===== src/clock_conditioner_pkg.sv =====
/*
 * Shared constants for the clock conditioning circuit dynamic configuration path:
 * register width, field positions, pin indices for the synchroniser, reset value.
 * Assumes it is compiled before every other file of the block.
 */
// How it works
// the conditioner takes its settings from static flash switches or from an 81-bit dynamic shift register.
// bit 80 is reset enable, 79..77 dynamic select C/B/A, 76..74 oscillator range, 73..71 static select C/B/A.
// delay fields sit at 70:66, 65:61, 60:56, 55:51, 50:46, bit 45 is extra delay select, 44:40 feedback delay.
// feedback source select is 39:38 and the output route selects C, B, A are 37:35, 34:32, 31:29.
// output dividers C, B, A are 28:24, 23:19, 18:14, feedback divider 13:7 and input divider 6:0.
// the user jtag tile gives fabric two-way access to the jtag port without putting the device in test mode.
// the shift register is reachable from fabric logic that may also connect to the user jtag tile.
// a new stream arriving over jtag can be shifted in through the fabric path and loaded.
// reconfiguration needs no reprogramming and the rest of the device keeps running meanwhile.
// fabric logic acts as its own tap controller, supplying the bits and driving the shift controls.
// all 81 bits are shifted serially and the new settings take effect only on the update strobe.

`default_nettype none

package clock_conditioner_pkg;

	// ----------------------------------------------------------------
	// register geometry
	// ----------------------------------------------------------------
	localparam int CFG_WIDTH = 81;
	localparam logic [80:0] CFG_RESET = 81'h0_0000_0000_0000_0000_0000;

	// ----------------------------------------------------------------
	// field positions
	// ----------------------------------------------------------------
	localparam int RESET_ENABLE_BIT = 80;
	localparam int DYN_SEL_C_BIT = 79;
	localparam int DYN_SEL_B_BIT = 78;
	localparam int DYN_SEL_A_BIT = 77;
	localparam int OSC_RANGE_HI = 76;
	localparam int OSC_RANGE_LO = 74;
	localparam int STAT_SEL_C_BIT = 73;
	localparam int STAT_SEL_B_BIT = 72;
	localparam int STAT_SEL_A_BIT = 71;
	localparam int DELAY_C_LO = 66;
	localparam int DELAY_B_LO = 61;
	localparam int GDELAY_C_LO = 56;
	localparam int GDELAY_B_LO = 51;
	localparam int GDELAY_A_LO = 46;
	localparam int EXTRA_DELAY_BIT = 45;
	localparam int FB_DELAY_LO = 40;
	localparam int DELAY_WIDTH = 5;
	localparam int FB_SRC_HI = 39;
	localparam int FB_SRC_LO = 38;
	localparam int ROUTE_C_LO = 35;
	localparam int ROUTE_B_LO = 32;
	localparam int ROUTE_A_LO = 29;
	localparam int ROUTE_WIDTH = 3;
	localparam int ODIV_C_LO = 24;
	localparam int ODIV_B_LO = 19;
	localparam int ODIV_A_LO = 14;
	localparam int ODIV_WIDTH = 5;
	localparam int FB_DIV_LO = 7;
	localparam int IN_DIV_LO = 0;
	localparam int DIV7_WIDTH = 7;

	// ----------------------------------------------------------------
	// synchroniser pin indices
	// ----------------------------------------------------------------
	localparam int PIN_COUNT = 9;
	localparam int PIN_SDIN = 0;
	localparam int PIN_SCLK = 1;
	localparam int PIN_SSHIFT = 2;
	localparam int PIN_SUPDATE = 3;
	localparam int PIN_MODE = 4;
	localparam int PIN_TCK = 5;
	localparam int PIN_TMS = 6;
	localparam int PIN_TDI = 7;
	localparam int PIN_TRST_B = 8;

endpackage

`default_nettype wire


===== src/pin_sync_if.sv =====
/*
 * Carries synchronised pin levels and their rising-edge pulses from the
 * synchroniser to the configuration logic.
 * Assumes both ends run on mclk_i.
 */
`timescale 1ns/10ps
`default_nettype none

interface pin_sync_if;
	logic [clock_conditioner_pkg::PIN_COUNT-1:0] level;
	logic [clock_conditioner_pkg::PIN_COUNT-1:0] rise;

	modport producer (output level, output rise);
	modport consumer (input level, input rise);
endinterface

`default_nettype wire

===== src/clock_conditioner_dynamic_config.sv =====
/*
 * Dynamic configuration path of the clock conditioning circuit: 81-bit shift
 * register, update latch, static/dynamic source choice, decoded setting fields,
 * and the user jtag tile pass-through to fabric.
 * Assumes fabric logic drives the shift controls as its own tap controller and
 * that all control pins are asynchronous to mclk_i.
 */
`timescale 1ns/10ps
`default_nettype none

module clock_conditioner_dynamic_config (
	input wire logic mclk_i,
	input wire logic rst_b_i,
	// fabric side shift port
	input wire logic sdin_i,
	input wire logic sclk_i,
	input wire logic sshift_i,
	input wire logic supdate_i,
	input wire logic mode_i,
	output logic sdout_o,
	// static flash switch settings
	input wire logic [80:0] static_config_i,
	// jtag port pins and user jtag tile fabric side
	input wire logic jtag_tck_i,
	input wire logic jtag_tms_i,
	input wire logic jtag_tdi_i,
	input wire logic jtag_trst_b_i,
	output logic jtag_tdo_o,
	output logic fabric_tck_o,
	output logic fabric_tms_o,
	output logic fabric_tdi_o,
	output logic fabric_trst_b_o,
	input wire logic fabric_tdo_i,
	// applied settings
	output logic [80:0] active_config_o,
	output logic reset_enable_o,
	output logic dynamic_select_out_c_o,
	output logic dynamic_select_out_b_o,
	output logic dynamic_select_out_a_o,
	output logic [2:0] oscillator_range_select_o,
	output logic static_select_out_c_o,
	output logic static_select_out_b_o,
	output logic static_select_out_a_o,
	output logic [4:0] delay_out_c_o,
	output logic [4:0] delay_out_b_o,
	output logic [4:0] global_delay_c_o,
	output logic [4:0] global_delay_b_o,
	output logic [4:0] global_delay_a_o,
	output logic extra_delay_select_o,
	output logic [4:0] feedback_delay_o,
	output logic [1:0] feedback_source_select_o,
	output logic [2:0] output_c_route_select_o,
	output logic [2:0] output_b_route_select_o,
	output logic [2:0] output_a_route_select_o,
	output logic [4:0] output_c_divider_o,
	output logic [4:0] output_b_divider_o,
	output logic [4:0] output_a_divider_o,
	output logic [6:0] feedback_divider_o,
	output logic [6:0] input_divider_o
);
	localparam int W = clock_conditioner_pkg::CFG_WIDTH;

	pin_sync_if sync_bus ();

	// pin vector and configuration state
	logic [clock_conditioner_pkg::PIN_COUNT-1:0] pins;
	logic [W-1:0] shift_r;
	logic [W-1:0] shift_nxt;
	logic [W-1:0] dyn_cfg_r;
	logic [W-1:0] dyn_cfg_nxt;
	logic [W-1:0] active_r;
	logic [W-1:0] active_nxt;
	// user jtag tile state
	logic jtag_tdo_r;
	logic jtag_tdo_nxt;
	logic [3:0] fabric_jtag_r;
	logic [3:0] fabric_jtag_nxt;

	// ----------------------------------------------------------------
	// pin synchronisation
	// ----------------------------------------------------------------
	// gather asynchronous pins into one vector
	always_comb begin
		pins = '0;
		pins[clock_conditioner_pkg::PIN_SDIN] = sdin_i;
		pins[clock_conditioner_pkg::PIN_SCLK] = sclk_i;
		pins[clock_conditioner_pkg::PIN_SSHIFT] = sshift_i;
		pins[clock_conditioner_pkg::PIN_SUPDATE] = supdate_i;
		pins[clock_conditioner_pkg::PIN_MODE] = mode_i;
		pins[clock_conditioner_pkg::PIN_TCK] = jtag_tck_i;
		pins[clock_conditioner_pkg::PIN_TMS] = jtag_tms_i;
		pins[clock_conditioner_pkg::PIN_TDI] = jtag_tdi_i;
		pins[clock_conditioner_pkg::PIN_TRST_B] = jtag_trst_b_i;
	end

	pin_sync u_pin_sync (
		.mclk_i(mclk_i),
		.rst_b_i(rst_b_i),
		.pins_i(pins),
		.sync_o(sync_bus.producer)
	);

	// ----------------------------------------------------------------
	// shift register and update latch
	// ----------------------------------------------------------------
	// shift on sclk rise while shift enabled, latch on update rise only
	always_comb begin
		shift_nxt = shift_r;
		dyn_cfg_nxt = dyn_cfg_r;
		if (sync_bus.rise[clock_conditioner_pkg::PIN_SCLK] &&
				sync_bus.level[clock_conditioner_pkg::PIN_SSHIFT]) begin
			shift_nxt = {sync_bus.level[clock_conditioner_pkg::PIN_SDIN], shift_r[W-1:1]};
		end
		if (sync_bus.rise[clock_conditioner_pkg::PIN_SUPDATE]) begin
			dyn_cfg_nxt = shift_r;
		end
	end

	// ----------------------------------------------------------------
	// settings source
	// ----------------------------------------------------------------
	// pick static switches or dynamic register as the applied settings
	always_comb begin
		if (sync_bus.level[clock_conditioner_pkg::PIN_MODE]) begin
			active_nxt = dyn_cfg_r;
		end else begin
			active_nxt = static_config_i;
		end
	end

	// register configuration state
	always_ff @(posedge mclk_i) begin
		if (!rst_b_i) begin
			shift_r <= clock_conditioner_pkg::CFG_RESET;
			dyn_cfg_r <= clock_conditioner_pkg::CFG_RESET;
			active_r <= clock_conditioner_pkg::CFG_RESET;
		end else begin
			shift_r <= shift_nxt;
			dyn_cfg_r <= dyn_cfg_nxt;
			active_r <= active_nxt;
		end
	end

	// oldest bit leaves first, so fabric can read back what was shifted
	assign sdout_o = shift_r[0];

	// ----------------------------------------------------------------
	// user jtag tile
	// ----------------------------------------------------------------
	// pass jtag pins to fabric and fabric data back out, no test mode entry
	always_comb begin
		fabric_jtag_nxt = {sync_bus.level[clock_conditioner_pkg::PIN_TRST_B],
			sync_bus.level[clock_conditioner_pkg::PIN_TDI],
			sync_bus.level[clock_conditioner_pkg::PIN_TMS],
			sync_bus.level[clock_conditioner_pkg::PIN_TCK]};
		jtag_tdo_nxt = fabric_tdo_i;
	end

	// register jtag tile outputs
	always_ff @(posedge mclk_i) begin
		if (!rst_b_i) begin
			fabric_jtag_r <= 4'h0;
			jtag_tdo_r <= 1'b0;
		end else begin
			fabric_jtag_r <= fabric_jtag_nxt;
			jtag_tdo_r <= jtag_tdo_nxt;
		end
	end

	// fabric side of the tile, one register behind the synchronised pins
	assign fabric_tck_o = fabric_jtag_r[0];
	assign fabric_tms_o = fabric_jtag_r[1];
	assign fabric_tdi_o = fabric_jtag_r[2];
	assign fabric_trst_b_o = fabric_jtag_r[3];
	assign jtag_tdo_o = jtag_tdo_r;

	// ----------------------------------------------------------------
	// field decode
	// ----------------------------------------------------------------
	// control bits
	assign active_config_o = active_r;
	assign reset_enable_o = active_r[clock_conditioner_pkg::RESET_ENABLE_BIT];
	assign dynamic_select_out_c_o = active_r[clock_conditioner_pkg::DYN_SEL_C_BIT];
	assign dynamic_select_out_b_o = active_r[clock_conditioner_pkg::DYN_SEL_B_BIT];
	assign dynamic_select_out_a_o = active_r[clock_conditioner_pkg::DYN_SEL_A_BIT];
	assign oscillator_range_select_o =
		active_r[clock_conditioner_pkg::OSC_RANGE_HI:clock_conditioner_pkg::OSC_RANGE_LO];
	assign static_select_out_c_o = active_r[clock_conditioner_pkg::STAT_SEL_C_BIT];
	assign static_select_out_b_o = active_r[clock_conditioner_pkg::STAT_SEL_B_BIT];
	assign static_select_out_a_o = active_r[clock_conditioner_pkg::STAT_SEL_A_BIT];

	// delay fields
	assign delay_out_c_o = active_r[clock_conditioner_pkg::DELAY_C_LO +: clock_conditioner_pkg::DELAY_WIDTH];
	assign delay_out_b_o = active_r[clock_conditioner_pkg::DELAY_B_LO +: clock_conditioner_pkg::DELAY_WIDTH];
	assign global_delay_c_o =
		active_r[clock_conditioner_pkg::GDELAY_C_LO +: clock_conditioner_pkg::DELAY_WIDTH];
	assign global_delay_b_o =
		active_r[clock_conditioner_pkg::GDELAY_B_LO +: clock_conditioner_pkg::DELAY_WIDTH];
	assign global_delay_a_o =
		active_r[clock_conditioner_pkg::GDELAY_A_LO +: clock_conditioner_pkg::DELAY_WIDTH];
	assign extra_delay_select_o = active_r[clock_conditioner_pkg::EXTRA_DELAY_BIT];
	assign feedback_delay_o =
		active_r[clock_conditioner_pkg::FB_DELAY_LO +: clock_conditioner_pkg::DELAY_WIDTH];

	// routing fields
	assign feedback_source_select_o =
		active_r[clock_conditioner_pkg::FB_SRC_HI:clock_conditioner_pkg::FB_SRC_LO];
	assign output_c_route_select_o =
		active_r[clock_conditioner_pkg::ROUTE_C_LO +: clock_conditioner_pkg::ROUTE_WIDTH];
	assign output_b_route_select_o =
		active_r[clock_conditioner_pkg::ROUTE_B_LO +: clock_conditioner_pkg::ROUTE_WIDTH];
	assign output_a_route_select_o =
		active_r[clock_conditioner_pkg::ROUTE_A_LO +: clock_conditioner_pkg::ROUTE_WIDTH];

	// divider fields
	assign output_c_divider_o = active_r[clock_conditioner_pkg::ODIV_C_LO +: clock_conditioner_pkg::ODIV_WIDTH];
	assign output_b_divider_o = active_r[clock_conditioner_pkg::ODIV_B_LO +: clock_conditioner_pkg::ODIV_WIDTH];
	assign output_a_divider_o = active_r[clock_conditioner_pkg::ODIV_A_LO +: clock_conditioner_pkg::ODIV_WIDTH];
	assign feedback_divider_o = active_r[clock_conditioner_pkg::FB_DIV_LO +: clock_conditioner_pkg::DIV7_WIDTH];
	assign input_divider_o = active_r[clock_conditioner_pkg::IN_DIV_LO +: clock_conditioner_pkg::DIV7_WIDTH];
endmodule

`default_nettype wire


===== src/pin_sync.sv =====
/*
 * Two-flop synchroniser for every asynchronous pin of the block, plus a
 * rising-edge pulse taken from the second stage against a third.
 * Assumes pins are stable for at least three mclk_i periods per level.
 */
`timescale 1ns/10ps
`default_nettype none

module pin_sync (
	input wire logic mclk_i,
	input wire logic rst_b_i,
	input wire logic [clock_conditioner_pkg::PIN_COUNT-1:0] pins_i,
	pin_sync_if.producer sync_o
);
	localparam int N = clock_conditioner_pkg::PIN_COUNT;

	logic [N-1:0] meta_r;
	logic [N-1:0] stable_r;
	logic [N-1:0] prev_r;
	logic [N-1:0] meta_nxt;
	logic [N-1:0] stable_nxt;
	logic [N-1:0] prev_nxt;

	// ----------------------------------------------------------------
	// per-pin stages
	// ----------------------------------------------------------------
	genvar g;
	generate
		for (g = 0; g < N; g++) begin : g_pin
			// first stage read only by the second
			always_comb begin
				meta_nxt[g] = pins_i[g];
				stable_nxt[g] = meta_r[g];
				prev_nxt[g] = stable_r[g];
			end
			assign sync_o.level[g] = stable_r[g];
			assign sync_o.rise[g] = stable_r[g] & ~prev_r[g];
		end
	endgenerate

	// register stages, synchronous reset
	always_ff @(posedge mclk_i) begin
		if (!rst_b_i) begin
			meta_r <= '0;
			stable_r <= '0;
			prev_r <= '0;
		end else begin
			meta_r <= meta_nxt;
			stable_r <= stable_nxt;
			prev_r <= prev_nxt;
		end
	end
endmodule

`default_nettype wire


===== config.mk =====
export PLATFORM = sky130hd
export DESIGN_NAME = clock_conditioner_dynamic_config
export DESIGN_NICKNAME = d
export VERILOG_FILES = /design/src/clock_conditioner_pkg.sv /design/src/pin_sync_if.sv /design/src/clock_conditioner_dynamic_config.sv /design/src/pin_sync.sv
export SDC_FILE = /design/constraint.sdc
export NUM_CORES = 1
export LEC_CHECK = 0
export ABC_AREA = 1
export BUFFER_PORTS_ARGS = -buffer_cell sky130_fd_sc_hd__buf_2
export CAP_MARGIN = 20
export CELL_PAD_IN_SITES_DETAIL_PLACEMENT = 1
export CELL_PAD_IN_SITES_GLOBAL_PLACEMENT = 2
export CORE_ASPECT_RATIO = 1.25
export CORE_MARGIN = 2
export CORE_UTILIZATION = 26
export DETAILED_ROUTE_END_ITERATION = 8
export PLACE_DENSITY_LB_ADDON = 0.1
export RECOVER_POWER = 100
export SYNTH_ARGS = -nofsm -noshare
export SYNTH_HDL_FRONTEND = slang
export SYNTH_HIERARCHICAL = 1
export SYNTH_SLANG_ARGS = --single-unit

===== constraint.sdc =====
create_clock -name mclk_i -period 1.15 [get_ports mclk_i]
set_input_delay 0.345 -clock mclk_i [delete_from_list [all_inputs] [get_ports mclk_i]]
set_output_delay 0.345 -clock mclk_i [all_outputs]
set_load 0.02 [all_outputs]

==> key figures, run 1 <==
Outcome
  – Status: complete, but fails checks
  – Failing checks: negative setup slack

Placed design
  – Placement Cell Area: 0.0118 mm2
  – IO buf count: 260
  – RePlAce Congestion: 0.666
  – Post-DP HPWL: 18.4 mm
  – Placement Setup Slack: -103 ps
  – Placed cells: 2,027

Timing
  – Slew Viols, Final: 0
  – Minimum clock period: 1430 ps
  – Fin crit share: 1.24
  – Worst-margin pin slew: 768 ps
  – Final setup TNS: -49,480 ps
  – Max-slew headroom: 0.488
  – Worst Hold Slack: 23.8 ps
  – RSZ-0062 raised after global routing: yes
  – Max Freq: 701 MHz
  – Setup-failing EPs final: 334
  – Final critical-path setup slack: -277 ps
  – Clk_skew: 19.4 ps
  – Final Hold Viols: 0

Yosys
  – Net Count, Synth: 1,471
  – Avg Inst Size Synth: 7.44 um2
  – Mapped Area: 0.0102 mm2
  – Cell count after synthesis: 1,378
  – Yosys warns: 6

Power
  – Final Power: 22.6 mW
  – Leak pwr: 7.98 nW
  – Power Dens Cells: 1350 mW/mm2
  – Max rail drop VDD: 1.01 mV

Clock tree
  – CTS root buffer: clkbuf_16
  – Clock Latency Late Sink: 570 ps
  – H-tree levels: 1
  – CTS tree: yes
  – Reg clk slew, reported paths: 60 ps
  – CTS Buf Count: 31
  – Longest Clk Path Bufs: 3
  – Clock Sinks: 268

Cells and area
  – Seq. cell area: 0.00549 mm2
  – Commonest non-fill, non-tap cells in the layout: nor2_1 (325), buf_6 (183), dfxtp_1 (178)
  – N_diodes: 0
  – Util after Layout: 0.431
  – Post-route non-filler standard cell count: 2,183
  – Layout Nets: 1,758
  – Layout cell share with drive strength beyond 1: 0.460
  – Design area: 0.0168 mm2
  – Multi-input gate area: 0.00468 mm2
  – FILL cells: 4,426
  – Layout area overhead: 64.2%
  – Most common library cell in the layout ignoring fill and taps: nor2_1

Worst setup path
  – CP delay by family, top: flip-flops
  – Worst Path Required: 810 ps
  – Crit-path max FO: 2
  – Type of origin of the critical path: flop
  – Worst path buffer plus inverter count: 1
  – CP max-delay cell: dfxtp_4
  – Highest cell delay on the worst timing path: 390 ps
  – Critical Path AT: 1080 ps
  – Crit path cell chain: buf_6
  – Critical Path Sink Type: output port
  – Critical path type: reg2out

Floorplan
  – Core footprint: 0.0390 mm2
  – Floorplan row count: 81
  – Die width: 182 um
  – IO Pins: 261
  – Die area: 0.0410 mm2
  – Die H: 226 um
  – Starting Density: 0.263

Global route
  – Total grt overflow: 0
  – Initial antenna violation count: 0
  – Vias in the first global route: 9,838
  – First-pass GRT wire length: 51.7 mm
  – Largest net degree at the start of global routing: 35
  – Total GRT Usage: 0.156

Drt
  – TritonRoute pass-1 iters: 4
  – Via count: 9,331
  – Final ANT Viol Nets: 0
  – Drt via density: 4.27
  – DRC viols: 0
  – Initial DRC Count: 209
  – Drt wl/cell: 15.7 um
  – Final wirelength: 34.4 mm

Min path
  – Hold Crit Class: in2reg

Job
  – Max Cap Viol: 0
## state kept, by name, summed over array words and instances, names as in the netlist
| signal | count |
|---|---|
| u_pin_sync/sync_o.level | 9 |
| active_config_o | 81 |
| shift_r | 81 |
| u_pin_sync/prev_r | 2 |
| fabric_jtag_r | 4 |
| u_pin_sync/meta_r | 9 |
| jtag_tdo_o | 1 |
| dyn_cfg_r | 81 |
## where the power goes
part / switching, mW / internal, mW
Clock: 3.92 / 5.54
Combinational: 1.53 / 1.57
Sequential: 0.346 / 9.73
## final cells by class
cell class	instances	area share
clock buffers	48	0.0558
clock inverters	5	0.00186
repair buffers	413	0.276
flip-flops and latches	268	0.326
multi-input cells	841	0.278
inverters	110	0.0253
well taps	498	0.0370
## metal layers
layer  wire (um)  track usage
met5           0            0
met4         402       0.0344
met3        1210       0.0234
met2       17500        0.284
met1       15300        0.194
## what timing repair did
item,in CTS,in global routing
resized for setup,575,339
pin swaps,11,118
hold buffers,46,0
endpoints found under the setup margin,306,376
gates cloned,23,14
buffers inserted,26,11
hold endpoints to repair,46,0
## final timing paths
check / start / to / slack, ps / cells after the start
setup / recovery: active_config_o[4] / active_config_o[4] / -280 / 1
hold reg to reg: u_pin_sync/meta_r[2] / u_pin_sync/sync_o.level[2] / 400 / 2
setup reg to reg: u_pin_sync/sync_o.level[1] / shift_r[28] / -160 / 9
hold / removal: static_config_i[58] / active_config_o[58] / 20 / 3
Power figures use the tool's default switching activity.
==> run 2, diff against run 1 <==
--- a/config.mk
+++ b/config.mk
@@ -11,10 +11,10 @@
 export CELL_PAD_IN_SITES_DETAIL_PLACEMENT = 1
 export CELL_PAD_IN_SITES_GLOBAL_PLACEMENT = 2
 export CORE_ASPECT_RATIO = 1.25
-export CORE_MARGIN = 2
 export CORE_UTILIZATION = 26
+export CTS_CLUSTER_SIZE = 16
 export DETAILED_ROUTE_END_ITERATION = 8
-export PLACE_DENSITY_LB_ADDON = 0.1
+export PLACE_DENSITY = 0.82
 export RECOVER_POWER = 100
 export SYNTH_ARGS = -nofsm -noshare
 export SYNTH_HDL_FRONTEND = slang
==> run 2 against run 1 <==
Compared with the run above: utilization is 0.40 points higher; worst hold slack better by 5.7 ps; sequential power barely moved; flip-flop and latch count unchanged; global-route usage increased by 0.98 points; the flow finishes with violations (design-rule violations, negative setup slack).
==> key figures, run 2 (synthesized netlist as in run 1, its figures left out) <==
Cells and area
  – Commonest non-fill, non-tap cells in the layout: nor2_1 (346), buf_6 (181), dfxtp_1 (178)
  – Layout Nets: 1,729
  – N_diodes: 0
  – Layout cell share with drive strength beyond 1: 0.462
  – Layout area overhead: 63.6%
  – Util after Layout: 0.435
  – Post-route non-filler standard cell count: 2,149
  – Most common library cell in the layout ignoring fill and taps: nor2_1
  – FILL cells: 4,346

Timing
  – Final critical-path setup slack: -281 ps
  – Fin crit share: 1.24
  – Minimum clock period: 1430 ps
  – Final Hold Viols: 0
  – Max-slew headroom: 0.617
  – RSZ-0062 raised after global routing: yes
  – Worst-margin pin slew: 575 ps
  – Setup-failing EPs final: 334
  – Final setup TNS: -50,790 ps
  – Slew Viols, Final: 0
  – Clk_skew: 6.54 ps
  – Max Freq: 699 MHz

Drt
  – Drt via density: 4.37
  – Final ANT Viol Nets: 0
  – DRC viols: 17
  – Via count: 9,385
  – Final wirelength: 37.4 mm
  – Initial DRC Count: 311
  – Drt wl/cell: 17.4 um
  – TritonRoute pass-1 iters: 6

Global route
  – Vias in the first global route: 9,790
  – Largest net degree at the start of global routing: 62
  – Total GRT Usage: 0.166
  – First-pass GRT wire length: 53.3 mm
  – Total grt overflow: 0
  – Initial antenna violation count: 1

Worst setup path
  – Highest cell delay on the worst timing path: 400 ps
  – Crit path cell chain: buf_6
  – CP delay by family, top: flip-flops
  – CP max-delay cell: dfxtp_4
  – Crit-path max FO: 2
  – Type of origin of the critical path: flop
  – Worst path buffer plus inverter count: 1
  – Worst Path Required: 810 ps
  – Critical Path AT: 1090 ps
  – Critical path type: reg2out
  – Critical Path Sink Type: output port

Min path
  – Hold Crit Class: in2reg

Clock tree
  – Longest Clk Path Bufs: 3
  – CTS tree: yes
  – Clock Latency Late Sink: 550 ps
  – Reg clk slew, reported paths: 60 ps
  – CTS root buffer: clkbuf_16
  – CTS Buf Count: 29
  – H-tree levels: 1
  – Clock Sinks: 268

Power
  – Combinational power share: 0.137
  – Max rail drop VDD: 1.25 mV
  – Clk network pwr share: 0.422
  – P_sw: 5.87 mW
  – Final Power: 22.8 mW
  – Internal power: 17.0 mW
  – Power Dens Cells: 1360 mW/mm2
  – Leak pwr: 7.97 nW
  – Sw Ratio: 0.257
  – Sequential share of power: 0.442

Floorplan
  – Starting Density: 0.266
  – Floorplan row count: 80
  – IO Pins: 261
  – Die area: 0.0402 mm2
  – Die width: 180 um
  – Core footprint: 0.0385 mm2
  – Die H: 224 um

Placed design
  – RePlAce Congestion: 0.729
  – IO buf count: 260
  – Post-DP HPWL: 18.6 mm
  – Placed cells: 2,002

Outcome
  – Failing checks: design-rule violations, negative setup slack
  – Status: complete, but fails checks

Job
  – Max Cap Viol: 0
==> run 2: changes by cell type in the layout (fill, tap and decap cells not counted), sizes merged <==
cell         before  now
dlygate4sd3      46   20
buf             353  346
clkbuf           62   57
bufinv            0    4
clkinv            4    8
inv             110  112
==> run 2: final cells by class <==
type,count,area (um2),area share
clock buffer,39,793,0.0473
clock inverter,13,175,0.0104
inverter,110,439,0.0262
multi-input combinational,841,4660,0.278
sequential,268,5490,0.328
tap,492,616,0.0367
timing repair buffer,384,4560,0.272
timing repair inverter,2,36.3,0.00216
==> run 2: per-layer routing <==
layer | track usage | share of wire | up-vias
met5 | 0 | 0 | -
met4 | 0.0442 | 0.022 | 0
met3 | 0.0332 | 0.040 | 51
met2 | 0.308 | 0.53 | 185
met1 | 0.192 | 0.41 | 4530
li1 | - | - | 4619
==> run 2: final timing paths <==
path / startpoint / end / slack [ps] / cells past startpoint
worst min register to register: u_pin_sync/meta_r[0] / u_pin_sync/sync_o.level[0] / 410 / 2
worst max-delay path: active_config_o[6] / input_divider_o[6] / -280 / 1
worst min-delay path: static_config_i[78] / active_config_o[78] / 30 / 3
worst max register to register: u_pin_sync/sync_o.level[1] / shift_r[67] / -220 / 10
==> run 2: through the flow <==
step | cell area, um2 | hold slack [ps] | worst slack [ps]
2_1_floorplan | 10200 | 390 | 64.2
3_3_place_gp | 11500 | 393 | -81.8
3_5_place_dp | 11500 | 400 | -99.2
4_1_cts | 15200 | 0.428 | -329
5_1_grt | 16800 | 16.1 | -323
6_report | 16800 | 29.5 | -281
==> run 2: repair_timing <==
action / 4_1_cts / 5_1_grt
hold buffers: 20 / 0
resized for setup: 532 / 382
pin swaps: 14 / 117
setup buffers: 22 / 9
setup endpoints to repair: 271 / 344
gates cloned: 30 / 22
hold endpoints to repair: 20 / 0
==> run 2: power groups by stage <==
stage,Clock (mW),Sequential [mW],Combinational [mW]
CTS,9.87,10.0,2.73
global placement,0,10.1,1.98
detailed placement,0,10.1,2.01
floorplan,0,10.3,1.21
finish,9.63,10.1,3.12
global route,10.3,10.1,3.33
